<file path="src/verilog/smsd_pkg.sv">
package smsd_pkg;

  // Total sequence time, three tests share it evenly
  localparam int unsigned SEQ_TIME_NS   = 48000;
  localparam int unsigned CLK_PERIOD_NS = 20;
  localparam int unsigned NUM_TESTS     = 3;
  localparam int unsigned TEST_CYCLES   =
    SEQ_TIME_NS / CLK_PERIOD_NS / NUM_TESTS;
  // Settle time after each threshold change, before sampling
  localparam int unsigned SETTLE_CYCLES = 100;
  localparam int unsigned CNT_W         = 16;
  localparam logic [2:0]  MON_CLEAR     = 3'h0;
  localparam logic [2:0]  MON_ALL_DET   = 3'h7;

  typedef enum logic [1:0] {
    SMSD_RES_NONE,
    SMSD_RES_NORMAL,
    SMSD_RES_ABNORMAL
  } smsd_result_t;

  // Monitor flags: bit2 battery under, bit1 logic under, bit0 logic over
  typedef struct packed {
    logic bat_uv;
    logic log_uv;
    logic log_ov;
  } smsd_mon_t;

  typedef struct packed {
    logic bridge_output_a_oe_n;
    logic bridge_output_b_oe_n;
  } smsd_bridge_t;

endpackage

</file>
<file path="src/verilog/smsd_sync.sv">
`timescale 1ns/1ps
module smsd_sync #(
  parameter int unsigned W = 1
) (
  input  wire logic         ref_clk_i,
  input  wire logic         nrst_i,
  input  wire logic [W-1:0] d_i,
  output logic      [W-1:0] q_o
);
  logic [W-1:0] s1_q;
  logic [W-1:0] s1_d;
  logic [W-1:0] s2_q;
  logic [W-1:0] s2_d;

  always_comb begin
    s1_d = d_i;
    s2_d = s1_q;
  end

  // Reset to detected so nothing starts before real levels arrive
  always_ff @(posedge ref_clk_i) begin
    if (!nrst_i) begin
      s1_q <= '1;
      s2_q <= '1;
    end else begin
      s1_q <= s1_d;
      s2_q <= s2_d;
    end
  end

  assign q_o = s2_q;
endmodule

</file>
<file path="src/verilog/smsd_top.sv">
`timescale 1ns/1ps
module smsd_top #(
  parameter int unsigned TEST_CYCLES   = smsd_pkg::TEST_CYCLES,
  parameter int unsigned SETTLE_CYCLES = smsd_pkg::SETTLE_CYCLES
) (
  input  wire logic                  ref_clk_i,
  input  wire logic                  nrst_i,
  input  wire smsd_pkg::smsd_mon_t   mon_i,
  input  wire logic                  restart_req_i,
  output logic                       fault_flag_out_o,
  output smsd_pkg::smsd_bridge_t     bridge_o,
  output logic                       thr_fault_flag_out_sel_o,
  output logic                       busy_o,
  output smsd_pkg::smsd_result_t     result_o,
  output logic [2:0]                 tests_done_o
);

  typedef enum logic [2:0] {
    SMSD_WAIT_CLEAR,
    SMSD_TEST1,
    SMSD_TEST2,
    SMSD_TEST3,
    SMSD_DONE_OK,
    SMSD_DONE_BAD,
    SMSD_HALT_HIZ
  } smsd_state_t;

  smsd_state_t               state_q;
  smsd_state_t               state_d;
  logic [smsd_pkg::CNT_W-1:0] cnt_q;
  logic [smsd_pkg::CNT_W-1:0] cnt_d;
  logic                      fail_q;
  logic                      fail_d;
  logic [2:0]                done_q;
  logic [2:0]                done_d;
  smsd_pkg::smsd_result_t    res_q;
  smsd_pkg::smsd_result_t    res_d;
  logic                      flag_q;
  logic                      flag_d;
  logic                      oe_n_q;
  logic                      oe_n_d;
  logic                      thr_q;
  logic                      thr_d;
  logic [2:0]                mon_s;
  logic                      any_det;
  logic                      all_det;
  logic                      end_test;
  logic                      sample;

  // Monitors are analog and asynchronous to this clock
  smsd_sync #(
    .W(3)
  ) u_mon_sync (
    .ref_clk_i(ref_clk_i),
    .nrst_i   (nrst_i),
    .d_i      (mon_i),
    .q_o      (mon_s)
  );

  assign any_det  = (mon_s != smsd_pkg::MON_CLEAR);
  assign all_det  = (mon_s == smsd_pkg::MON_ALL_DET);
  assign end_test = (cnt_q == smsd_pkg::CNT_W'(TEST_CYCLES - 1));
  assign sample   = (cnt_q == smsd_pkg::CNT_W'(SETTLE_CYCLES));

  always_comb begin
    state_d = state_q;
    cnt_d   = cnt_q;
    fail_d  = fail_q;
    done_d  = done_q;
    res_d   = res_q;
    flag_d  = flag_q;
    oe_n_d  = oe_n_q;
    thr_d   = thr_q;
    if (state_q inside {SMSD_TEST1, SMSD_TEST2, SMSD_TEST3}) begin
      cnt_d = end_test ? '0 : cnt_q + 1'b1;
    end
    unique case (state_q)
      SMSD_WAIT_CLEAR: begin
        flag_d = 1'b0;
        oe_n_d = 1'b1;
        if (!any_det) begin
          state_d = SMSD_TEST1;
          cnt_d   = '0;
          fail_d  = 1'b0;
          done_d  = '0;
          res_d   = smsd_pkg::SMSD_RES_NONE;
        end
      end
      SMSD_TEST1: begin
        if (sample && any_det) fail_d = 1'b1;
        if (end_test) begin
          done_d[0] = 1'b1;
          thr_d     = 1'b1;
          state_d   = SMSD_TEST2;
        end
      end
      SMSD_TEST2: begin
        if (sample && !all_det) fail_d = 1'b1;
        if (end_test) begin
          done_d[1] = 1'b1;
          thr_d     = 1'b0;
          state_d   = SMSD_TEST3;
        end
      end
      SMSD_TEST3: begin
        if (end_test) begin
          done_d[2] = 1'b1;
          oe_n_d    = 1'b0;
          if (fail_q || (sample && any_det)) begin
            res_d   = smsd_pkg::SMSD_RES_ABNORMAL;
            flag_d  = 1'b0;
            state_d = SMSD_DONE_BAD;
          end else begin
            res_d   = smsd_pkg::SMSD_RES_NORMAL;
            flag_d  = 1'b1;
            state_d = SMSD_DONE_OK;
          end
        end else if (sample && any_det) begin
          fail_d = 1'b1;
        end
      end
      SMSD_DONE_OK, SMSD_DONE_BAD: begin
        if (restart_req_i) begin
          flag_d = 1'b0;
          oe_n_d = 1'b1;
          if (any_det) begin
            res_d   = smsd_pkg::SMSD_RES_ABNORMAL;
            done_d  = '0;
            state_d = SMSD_HALT_HIZ;
          end else begin
            state_d = SMSD_TEST1;
            cnt_d   = '0;
            fail_d  = 1'b0;
            done_d  = '0;
            res_d   = smsd_pkg::SMSD_RES_NONE;
          end
        end
      end
      SMSD_HALT_HIZ: begin
        flag_d = 1'b0;
        oe_n_d = 1'b1;
        if (restart_req_i && !any_det) begin
          state_d = SMSD_TEST1;
          cnt_d   = '0;
          fail_d  = 1'b0;
          done_d  = '0;
          res_d   = smsd_pkg::SMSD_RES_NONE;
        end
      end
      default: begin
        state_d = SMSD_WAIT_CLEAR;
      end
    endcase
  end

  always_ff @(posedge ref_clk_i) begin
    if (!nrst_i) begin
      state_q <= SMSD_WAIT_CLEAR;
      cnt_q   <= '0;
      fail_q  <= 1'b0;
      done_q  <= '0;
      res_q   <= smsd_pkg::SMSD_RES_NONE;
      flag_q  <= 1'b0;
      oe_n_q  <= 1'b1;
      thr_q   <= 1'b0;
    end else begin
      state_q <= state_d;
      cnt_q   <= cnt_d;
      fail_q  <= fail_d;
      done_q  <= done_d;
      res_q   <= res_d;
      flag_q  <= flag_d;
      oe_n_q  <= oe_n_d;
      thr_q   <= thr_d;
    end
  end

  assign fault_flag_out_o              = flag_q;
  assign bridge_o.bridge_output_a_oe_n = oe_n_q;
  assign bridge_o.bridge_output_b_oe_n = oe_n_q;
  assign thr_fault_flag_out_sel_o                = thr_q;
  assign busy_o       = state_q inside {SMSD_TEST1, SMSD_TEST2, SMSD_TEST3};
  assign result_o                      = res_q;
  assign tests_done_o                  = done_q;

endmodule
</file>
<file path="config.mk">
export PLATFORM = sky130hd
export DESIGN_NAME = smsd_top
export DESIGN_NICKNAME = d
export VERILOG_FILES = /design/src/verilog/smsd_pkg.sv /design/src/verilog/smsd_sync.sv /design/src/verilog/smsd_top.sv
export SDC_FILE = /design/constraint.sdc
export NUM_CORES = 1
export LEC_CHECK = 0
export BUFFER_PORTS_ARGS = -buffer_cell sky130_fd_sc_hd__buf_2
export CAP_MARGIN = 25
export CORE_UTILIZATION = 50
export DETAILED_ROUTE_END_ITERATION = 8
export HOLD_SLACK_MARGIN = 0.05
export MAX_ROUTING_LAYER = met4
export PLACE_DENSITY = 0.69
export SLEW_MARGIN = 20
export SYNTH_ARGS = -nofsm -noshare
export SYNTH_HDL_FRONTEND = slang
export SYNTH_HIERARCHICAL = 1
export SYNTH_SLANG_ARGS = --single-unit
</file>
<file path="constraint.sdc">
create_clock -name ref_clk_i -period 4.1 [get_ports ref_clk_i]
set_input_delay 0.615 -clock ref_clk_i [delete_from_list [all_inputs] [get_ports ref_clk_i]]
set_output_delay 0.615 -clock ref_clk_i [all_outputs]
set_load 0.02 [all_outputs]
</file>
== Yosys cells after proc, flatten, opt, wreduce, memory -nomap -nowiden ==
Cells that the tools add are included.

* Word-level logic and storage cells: 98
* Output and inout port bits: 10
* Register bits: 34

* Muxes and demuxes: 44
* Reductions and logical operators: 24
* Add/subtract/negate cells: 1
* Equal/unequal tests: 17

{| class="wikitable"
|+ Operators with widths
! operator !! count
|-
| 16-bit 2-to-1 mux || 5
|-
| 16-bit case mux with 3 select lines || 1
|-
| 3-bit 2-to-1 mux || 10
|-
| 5-bit AND reduction || 4
|-
| 3-bit case mux with 6 select lines || 1
|-
| 16-bit by 1-bit adder with 16-bit output (second input constant) || 1
|-
| 16-bit by 10-bit equality test with 1-bit output (second input constant) || 1
|-
| 16-bit by 7-bit equality test with 1-bit output (second input constant) || 1
|-
| 2-bit inequality test (second input constant) || 7
|-
| 1-bit 2-to-1 mux || 13
|-
| 3-bit equality test (second input constant) || 4
|-
| 2-bit 2-to-1 mux || 6
|-
| 1-bit case mux with 4 select lines || 3
|-
| 4-bit nonzero test || 3
|-
| 3-bit nonzero test || 3
|-
| 2-bit case mux with 4 select lines || 1
|-
| 3-bit by 2-bit equality test with 1-bit output (second input constant) || 2
|-
| 1-bit case mux with 3 select lines || 2
|-
| 1-bit case mux with 6 select lines || 1
|-
| 3-bit AND reduction || 2
|-
| 6-bit AND reduction || 1
|-
| 6-bit nonzero test || 1
|-
| 2-bit OR reduction || 2
|-
| 3-bit by 1-bit equality test with 1-bit output (second input constant) || 1
|-
| other kinds (7) || 10
|}

== Depth between registers and ports, before layout ==
Gate-level depths: netlist of run 1.

* Depth in word-level cells: 6
* Depth in mapped cells: 7
* Gate-level depth less buffers: 7

== By module ==
The synthesis of run 1 kept the hierarchy.

{| class="wikitable"
|+ By module, submodules not included
! module !! instances !! seq. area each (µm²) !! area each (µm²) !! cells an instance
|-
| smsd_top || 1 || 560.5 || 1564.0 || 190
|-
| smsd_sync || 1 || 120.1 || 157.7 || 12
|}

== Worst setup path after synthesis of run 1 ==
No wires, ideal clock.

* Path kind: register to register
* From: register cnt_q[0] (netlist bit)
* To: register state_q[0]
* Required time: 4.009 ns
* Buffers on the path: 0
* Cell stages (with the launch flop): 7
* Arrival: 1.937 ns
* Setup time: 0.091 ns
* Setup slack: 2.072 ns
* Path through: dfxtp_1 -> ha_1 -> or3b_2 -> or4_4 -> a21oi_1 -> a221oi_1 -> a311oi_1

* Longest elaborated chain between the ends: 6

{| class="wikitable"
|+ Ends and longest elaborated chain
! what !! line !! source
|-
| from (decl) || smsd_top.sv:30 || <nowiki>logic [smsd_pkg::CNT_W-1:0] cnt_q;</nowiki>
|-
| from (signal assigned) || smsd_top.sv:168 || <nowiki>cnt_q <= cnt_d;</nowiki>
|-
| 16-bit by 7-bit equality test with 1-bit output || smsd_top.sv:63 || <nowiki>assign sample = (cnt_q == smsd_pkg::CNT_W'(SETTLE_CYCLES));</nowiki>
|-
| 1-bit logical AND || smsd_top.sv:109 || <nowiki>if (fail_q || (sample && any_det)) begin</nowiki>
|-
| 1-bit logical OR || smsd_top.sv:109 ||
|-
| 1-bit 2-to-1 mux || smsd_top.sv:109 ||
|-
| 3-bit 2-to-1 mux || smsd_top.sv:106 || <nowiki>if (end_test) begin</nowiki>
|-
| 3-bit case mux with 6 select lines || smsd_top.sv:77 || <nowiki>unique case (state_q)</nowiki>
|-
| to (signal assigned) || smsd_top.sv:167 || <nowiki>state_q <= state_d;</nowiki>
|-
| to (decl) || smsd_top.sv:28 || <nowiki>smsd_state_t state_q;</nowiki>
|}

Several ways; a longest one is shown, not always the timed one. The select of a mux whose other input is x is not followed.
A chain may end at the register's enable or synchronous reset.

== Final worst setup path of run 1 ==
* From: register cnt_q[0] (netlist bit)
* To: register cnt_q[3] (netlist bit)

* Longest elaborated chain between the ends: 6

{| class="wikitable"
|+ Ends and longest elaborated chain
! what !! line !! source
|-
| 16-bit by 1-bit adder with 16-bit output or 16-bit by 10-bit equality test with 1-bit output (tied branches) || smsd_top.sv:75, smsd_top.sv:62 ||
|-
| 16-bit 2-to-1 mux (*) || smsd_top.sv:75 || <nowiki>cnt_d = end_test ? '0 : cnt_q + 1'b1;</nowiki>
|-
| 16-bit 2-to-1 mux (*) || smsd_top.sv:74 || <nowiki>if (state_q inside {SMSD_TEST1, SMSD_TEST2, SMSD_TEST3}) begin</nowiki>
|-
| 16-bit 2-to-1 mux || smsd_top.sv:81, smsd_top.sv:126 ||
|-
| 16-bit 2-to-1 mux || smsd_top.sv:123 || <nowiki>if (restart_req_i) begin</nowiki>
|-
| 16-bit case mux with 3 select lines (*) || smsd_top.sv:77 ||
|}

Every way passes the cells marked *; elsewhere a longest branch is shown, timed or not.

==> results.sh, run 1 <==
export IMPL_run_status="finished clean"
export IMPL_max_cap_viol_count=0
export IMPL_power_frac_comb_pct=2.3
export IMPL_finalWorstPathRequiredPeriod_ps=2230
export IMPL_clock_latency_ps=340
export IMPL_crit_type="flop to flop"
export IMPL_synth_warnings=6
export IMPL_path_depth_of_the_worst_reg2reg_path=5
export IMPL_finalWirelength_um=3280
export IMPL_antenna_found_initial=0
export IMPL_synth_nets=210
export IMPL_hold_path_cell_count=1
export IMPL_final_common_cell="sky130_fd_sc_hd__dfxtp_1"
export IMPL_drt_first_iter_violations=59
export IMPL_ys_seq_elements=34
export IMPL_setup_violations_final=0
export IMPL_clock_tree_buffer_depth=2
export IMPL_share_clk_of_total_power_pct=39.4
export IMPL_postCtsSetupRepairBufs=0
export IMPL_cts_made_buffers=5
export IMPL_nFillCells=313
export IMPL_setup_tns_ps=0
export IMPL_h_tree_depth=2
export IMPL_hold_path_class="flop to flop"
export IMPL_final_critical_path_share_of_the_clock_period_pct=54.4
export IMPL_layout_stage_area_growth_over_the_synthesis_result_pct=8.29
export IMPL_synth_edf_count=0
export IMPL_slew_limit_headroom_pct=62.1
export IMPL_detail_route_vias_per_cell=5.70
export IMPL_total_leakage_power_nw=0.643
export IMPL_area_sequential_um2=681
export IMPL_post_drt_wl_per_cell_um=12.8
export IMPL_grt_pass1_wl_um=5430
export IMPL_initial_utilization_pct=54.6
export IMPL_resize_count_post_cts=0
export IMPL_p_per_area_nw_per_um2=307
export IMPL_detailedRoute_firstPassIterationCount=4
export IMPL_clock_sink_count=34
export IMPL_syn_cell_area_um2=1720
export IMPL_switchingPower_mw=0.118
export IMPL_cts_tree="yes"
export IMPL_routed_via_count=1465
export IMPL_syn_inst=202
export IMPL_max_slew_worst_pin_slew_ps=568
export IMPL_grt_use_total_pct=20.8
export IMPL_globalRoute_totalOverflow=0
export IMPL_pin_count_of_the_biggest_net_entering_global_routing=19
export IMPL_ys_seq_area_share_pct=39.5
export IMPL_place_detailed_hpwl_um=2330
export IMPL_cts_hold_buf=0
export IMPL_clock_tree_root_cell="sky130_fd_sc_hd__clkbuf_4"
export IMPL_seq_pwr_share_pct=58.4
export IMPL_place_congestion=0.942
export IMPL_grt_setup_unrepaired="no"
export IMPL_fraction_of_layout_cells_with_a_size_suffix_above_1_pct=15.5
export IMPL_startpoint_type="flop"
export IMPL_synth_async_sr_flop_share_pct=0
export IMPL_post_synth_cell_area_avg_um2=8.52
export IMPL_post_synth_top_flop="sky130_fd_sc_hd__dfxtp_1"
export IMPL_die_area_um2=3680
export IMPL_num_nets_final=220
export IMPL_final_hold_slack_ps=421
export IMPL_fp_dieW_um=60.7
export IMPL_layout_cells_most_common_list="sky130_fd_sc_hd__dfxtp_1, sky130_fd_sc_hd__nor2_1, sky130_fd_sc_hd__buf_2"
export IMPL_power_ir_vdd_worst_mv=0.162
export IMPL_power_share_switching_pct=20.7
export IMPL_synth_cell_type_count=43
export IMPL_report_final_hold_viol_count=0
export IMPL_fp_dieH_um=60.7
export IMPL_fmax_mhz=449
export IMPL_number_of_global_route_vias_before_repair=1183
export IMPL_critical_path_endpoint_type="flop"
export IMPL_placementRows=20
export IMPL_place_port_buffers=15
export IMPL_crit_fanout=15
export IMPL_worstPathRequired_ps=4310
export IMPL_cts_clk_slew_worst_paths_ps=90
export IMPL_ios=16
export IMPL_clock_skew_final_ps=8.44
export IMPL_power_report_internal_total_mw=0.454
export IMPL_finalMaxSlewViolations=0
export IMPL_totalPowerFinal_mw=0.573
export IMPL_worst_endpoint_arrival_ps=2440
export IMPL_post_route_drc_count=0
export IMPL_area_of_the_multi_input_gates_um2=941
export IMPL_diodes=0
export IMPL_core_area_um2=3150
export IMPL_ant_nets=0
-- flip-flops by register name, summed over array words and instances (netlist names) --
register,flops
result_o,2
oe_n_q,1
fault_flag_out_o,1
state_q,3
cnt_q,16
u_mon_sync/s1_q,3
tests_done_o,3
u_mon_sync/q_o,3
thr_fault_flag_out_sel_o,1
fail_q,1
-- per-layer routing --
metal	track usage, %	vias to the layer above	wire length [um]	part of all wire, %
li1	-	740	-	-
met1	29.2	669	1680	51
met2	27.5	48	1390	42
met3	6.40	8	176	5.4
met4	8.12	0	42	1.3
met5	-	-	0	0
-- cells by family (layout without fill, tap and decap cells) --
logic type / count (synthesis) / after routing / synth area share [%]
xor gates and xnor gates: 15 / 15 / 7.63
buffers and inverters: 21 / 32 / 5.81
AOI/OAI and AO/OA: 41 / 41 / 16.5
and+or+nand+nor: 87 / 87 / 27.9
adders and majority gates: 2 / 2 / 1.45
muxes: 2 / 2 / 1.16
DFF: 34 / 34 / 39.5
-- critical path, stage by stage (launching register included) --
cell and delay [ps]:
sky130_fd_sc_hd__dfxtp_1 390, sky130_fd_sc_hd__ha_1 220, sky130_fd_sc_hd__or3b_2 500, sky130_fd_sc_hd__nor4_4 400
sky130_fd_sc_hd__a21o_1 500, sky130_fd_sc_hd__nor2_1 100
-- synthesized netlist by cell type, types with 3 or more instances --
library cell               number  share of area (%)
sky130_fd_sc_hd__nand3_1        8                2.3
sky130_fd_sc_hd__xnor2_1       12                6.1
sky130_fd_sc_hd__buf_2          3               0.87
sky130_fd_sc_hd__and2_1         3                1.1
sky130_fd_sc_hd__a31oi_1        5                1.8
sky130_fd_sc_hd__nand4_1        5                1.8
sky130_fd_sc_hd__nor4_1         4                1.5
sky130_fd_sc_hd__nand2b_1       7                2.5
sky130_fd_sc_hd__dfxtp_1       34                 40
sky130_fd_sc_hd__a221oi_1       3                1.5
sky130_fd_sc_hd__nor2_1        27                5.9
sky130_fd_sc_hd__a21oi_1        7                2.0
sky130_fd_sc_hd__clkbuf_1       6                1.3
sky130_fd_sc_hd__a21boi_0       3                1.3
sky130_fd_sc_hd__nand2_1       12                2.6
sky130_fd_sc_hd__nor3_1         7                2.0
sky130_fd_sc_hd__inv_1          9                2.0
sky130_fd_sc_hd__o21ai_0        6                1.7
sky130_fd_sc_hd__xor2_1         3                1.5
sky130_fd_sc_hd__a22oi_1        3                1.3
-- cell type report --
class / count / share of cell area, %
clock buffer: 8 / 4.23
multi-input combinational: 147 / 50.5
inverter: 9 / 1.81
sequential: 34 / 36.5
timing repair buffer: 15 / 4.03
tap: 44 / 2.95
-- power groups by stage --
stage	Sequential [mW]	Clock (mW)	Combinational, mW
after floorplan	0.342	0	0.00767
after global placement	0.342	0	0.0126
after detailed placement	0.342	0	0.0129
after CTS	0.334	0.231	0.0129
after global routing	0.335	0.246	0.0141
final	0.334	0.225	0.0130
-- per-stage QoR --
stage / util [%] / instance area [um2] / cells / setup WS (ps)
6_report: 59.1 / 1860 / 257 / 1870
2_1_floorplan: - / 1720 / 202 / 2070
5_1_grt: 59.1 / 1860 / 257 / 1670
3_5_place_dp: 56.6 / 1790 / 249 / 1880
3_3_place_gp: 56.6 / 1790 / 249 / 1940
4_1_cts: 59.1 / 1860 / 257 / 1860
-- path summary, 6_finish.rpt --
path / start / end / slack, ps
hold reg to reg: u_mon_sync/s1_q[2]$_SDFF_PN1_ / u_mon_sync/q_o[2]$_SDFF_PN1_ / 420
hold / removal: u_mon_sync/s1_q[2]$_SDFF_PN1_ / u_mon_sync/q_o[2]$_SDFF_PN1_ / 420
setup reg to reg: cnt_q[0]$_SDFF_PN0_ / cnt_q[3]$_SDFF_PN0_ / 1870
setup / recovery: cnt_q[0]$_SDFF_PN0_ / cnt_q[3]$_SDFF_PN0_ / 1870
Power figures use the tool's default switching activity.
==> run 2, diff against run 1 <==
Settings changed: PLACE_DENSITY 0.69 to 0.72.
Clock period 4.1 ns to 1.8 ns, I/O delays scaled along.
==> results.sh, run 2 (synthesis gave the netlist of run 1 again) <==
export IMPL_routed_via_count=1671
export IMPL_finalMaxSlewViolations=0
export IMPL_seq_pwr_share_pct=61.5
export IMPL_final_critical_path_share_of_the_clock_period_pct=114
export IMPL_placementRows=20
export IMPL_power_report_internal_total_mw=0.931
export IMPL_die_area_um2=3680
export IMPL_cts_tree="yes"
export IMPL_ios=16
export IMPL_startpoint_type="flop"
export IMPL_post_dp_cell_area_um2=2070
export IMPL_setup_violations_final=27
export IMPL_fin_ws_ps=-254
export IMPL_layout_cells_most_common_list="sky130_fd_sc_hd__buf_4, sky130_fd_sc_hd__dfxtp_1, sky130_fd_sc_hd__buf_2"
export IMPL_timing_rr_start="cnt_q[10]$_SDFF_PN0_"
export IMPL_crit_type="flop to flop"
export IMPL_finalWorstPathRequiredPeriod_ps=2050
export IMPL_clock_latency_ps=350
export IMPL_place_congestion=0.981
export IMPL_finalWirelength_um=4410
export IMPL_power_share_switching_pct=24.8
export IMPL_power_frac_comb_pct=3.9
export IMPL_crit_path_start="cnt_q[10]$_SDFF_PN0_"
export IMPL_h_tree_depth=2
export IMPL_num_nets_final=259
export IMPL_share_clk_of_total_power_pct=34.6
export IMPL_place_detailed_hpwl_um=3030
export IMPL_initial_utilization_pct=54.6
export IMPL_diodes=0
export IMPL_number_of_global_route_vias_before_repair=1556
export IMPL_detail_route_vias_per_cell=5.65
export IMPL_final_common_cell="sky130_fd_sc_hd__buf_4"
export IMPL_fmax_mhz=487
export IMPL_pin_count_of_the_biggest_net_entering_global_routing=17
export IMPL_worstPathRequired_ps=2070
export IMPL_p_per_area_nw_per_um2=540
export IMPL_layout_cell_area_non_filler_um2=2290
export IMPL_post_layout_nonfiller_instances=296
export IMPL_crit_fanout=3
export IMPL_slew_limit_headroom_pct=67.8
export IMPL_ant_nets=0
export IMPL_critical_path_endpoint_type="flop"
export IMPL_core_area_um2=3150
export IMPL_antenna_found_initial=0
export IMPL_detailedRoute_firstPassIterationCount=4
export IMPL_place_port_buffers=15
export IMPL_grt_use_total_pct=27.2
export IMPL_drt_first_iter_violations=123
export IMPL_largest_register="cnt_q"
export IMPL_globalRoute_totalOverflow=0
export IMPL_fp_dieW_um=60.7
export IMPL_run_status="finished, violations left"
export IMPL_violations="negative setup slack"
export IMPL_grt_setup_unrepaired="yes"
export IMPL_clock_sink_count=34
export IMPL_cts_made_buffers=5
export IMPL_post_drt_wl_per_cell_um=14.9
export IMPL_clock_tree_buffer_depth=2
export IMPL_max_slew_worst_pin_slew_ps=477
export IMPL_total_leakage_power_nw=0.843
export IMPL_clock_tree_root_cell="sky130_fd_sc_hd__clkbuf_4"
export IMPL_numPlacedInstances=282
export IMPL_cts_clk_slew_worst_paths_ps=110
export IMPL_max_cap_viol_count=0
export IMPL_post_route_drc_count=0
export IMPL_final_hold_slack_ps=101
export IMPL_hold_path_class="primary input to flop"
export IMPL_fp_dieH_um=60.7
export IMPL_layout_stage_area_growth_over_the_synthesis_result_pct=33.3
export IMPL_switchingPower_mw=0.308
export IMPL_grt_pass1_wl_um=7120
export IMPL_clock_skew_final_ps=8.75
export IMPL_power_ir_vdd_worst_mv=0.520
export IMPL_report_final_hold_viol_count=0
export IMPL_worst_hold_startpoint="mon_i[0]"
export IMPL_fraction_of_layout_cells_with_a_size_suffix_above_1_pct=39.3
export IMPL_flip_flop_count_of_the_largest_register_all_copies_and_words_added=16
export IMPL_worst_endpoint_arrival_ps=2320
[run 2: final timing paths]
check                                                endpoint  slack [ps]  depth (start not counted)
worst max-delay path                  state_q[0]$_SDFFE_PN0P_        -250                          5
worst min-delay path            u_mon_sync/s1_q[0]$_SDFF_PN1_         100                          2
worst max register to register        state_q[0]$_SDFFE_PN0P_        -250                          5
worst min register to register   u_mon_sync/q_o[0]$_SDFF_PN1_         420                          1
[run 2: worst max-delay path, stage by stage, from the launching register on]
cell and delay, ps:
sky130_fd_sc_hd__dfxtp_2 340, sky130_fd_sc_hd__or4b_4 580, sky130_fd_sc_hd__or4_4 570, sky130_fd_sc_hd__a21oi_2 170
sky130_fd_sc_hd__a221oi_1 90, sky130_fd_sc_hd__a311oi_1 230
[run 2: routing by layer]
metal,share of wire [%],GRT usage (%),vias up
li1,-,-,813
met1,45,36.7,777
met2,45,38.9,74
met3,8.0,6.61,7
met4,1.6,10.7,0
met5,0,-,-
[run 2: what timing repair did]
item	CTS	global route
resized for setup	7	23
pin swaps	8	10
hold buffers	0	0
hold endpoints to repair	0	0
cloned	1	1
setup endpoints to repair	25	27
buffers inserted	2	2
[run 2: layout make-up]
type	instances	area, um2
multi-input combinational	147	1050
clock buffer	5	37.5
sequential	34	686
inverter	9	33.8
tap	44	55.1
timing repair buffer	54	413
fill	245	858
clock inverter	3	21.3
[run 2: through the flow]
| step | setup TNS (ps) | total power, mW | worst slack [ps] | util (%) |
|---|---|---|---|---|
| 6_report | -3970 | 1.24 | -254 | 72.8 |
| 5_1_grt | -6030 | 1.30 | -314 | 72.8 |
| 4_1_cts | -4860 | 1.24 | -246 | 68.9 |
| 3_5_place_dp | -3500 | 0.815 | -217 | 65.7 |
| 3_3_place_gp | -2690 | 0.813 | -186 | 65.7 |
| 2_1_floorplan | -1360 | 0.797 | -171 | - |
[run 2: power groups by stage]
stage	registers [mW]	logic, mW	clock network (mW)
2_1_floorplan	0.778	0.0193	0
5_1_grt	0.763	0.0519	0.483
6_report	0.762	0.0482	0.429
3_3_place_gp	0.778	0.0347	0
4_1_cts	0.762	0.0365	0.446
3_5_place_dp	0.779	0.0364	0
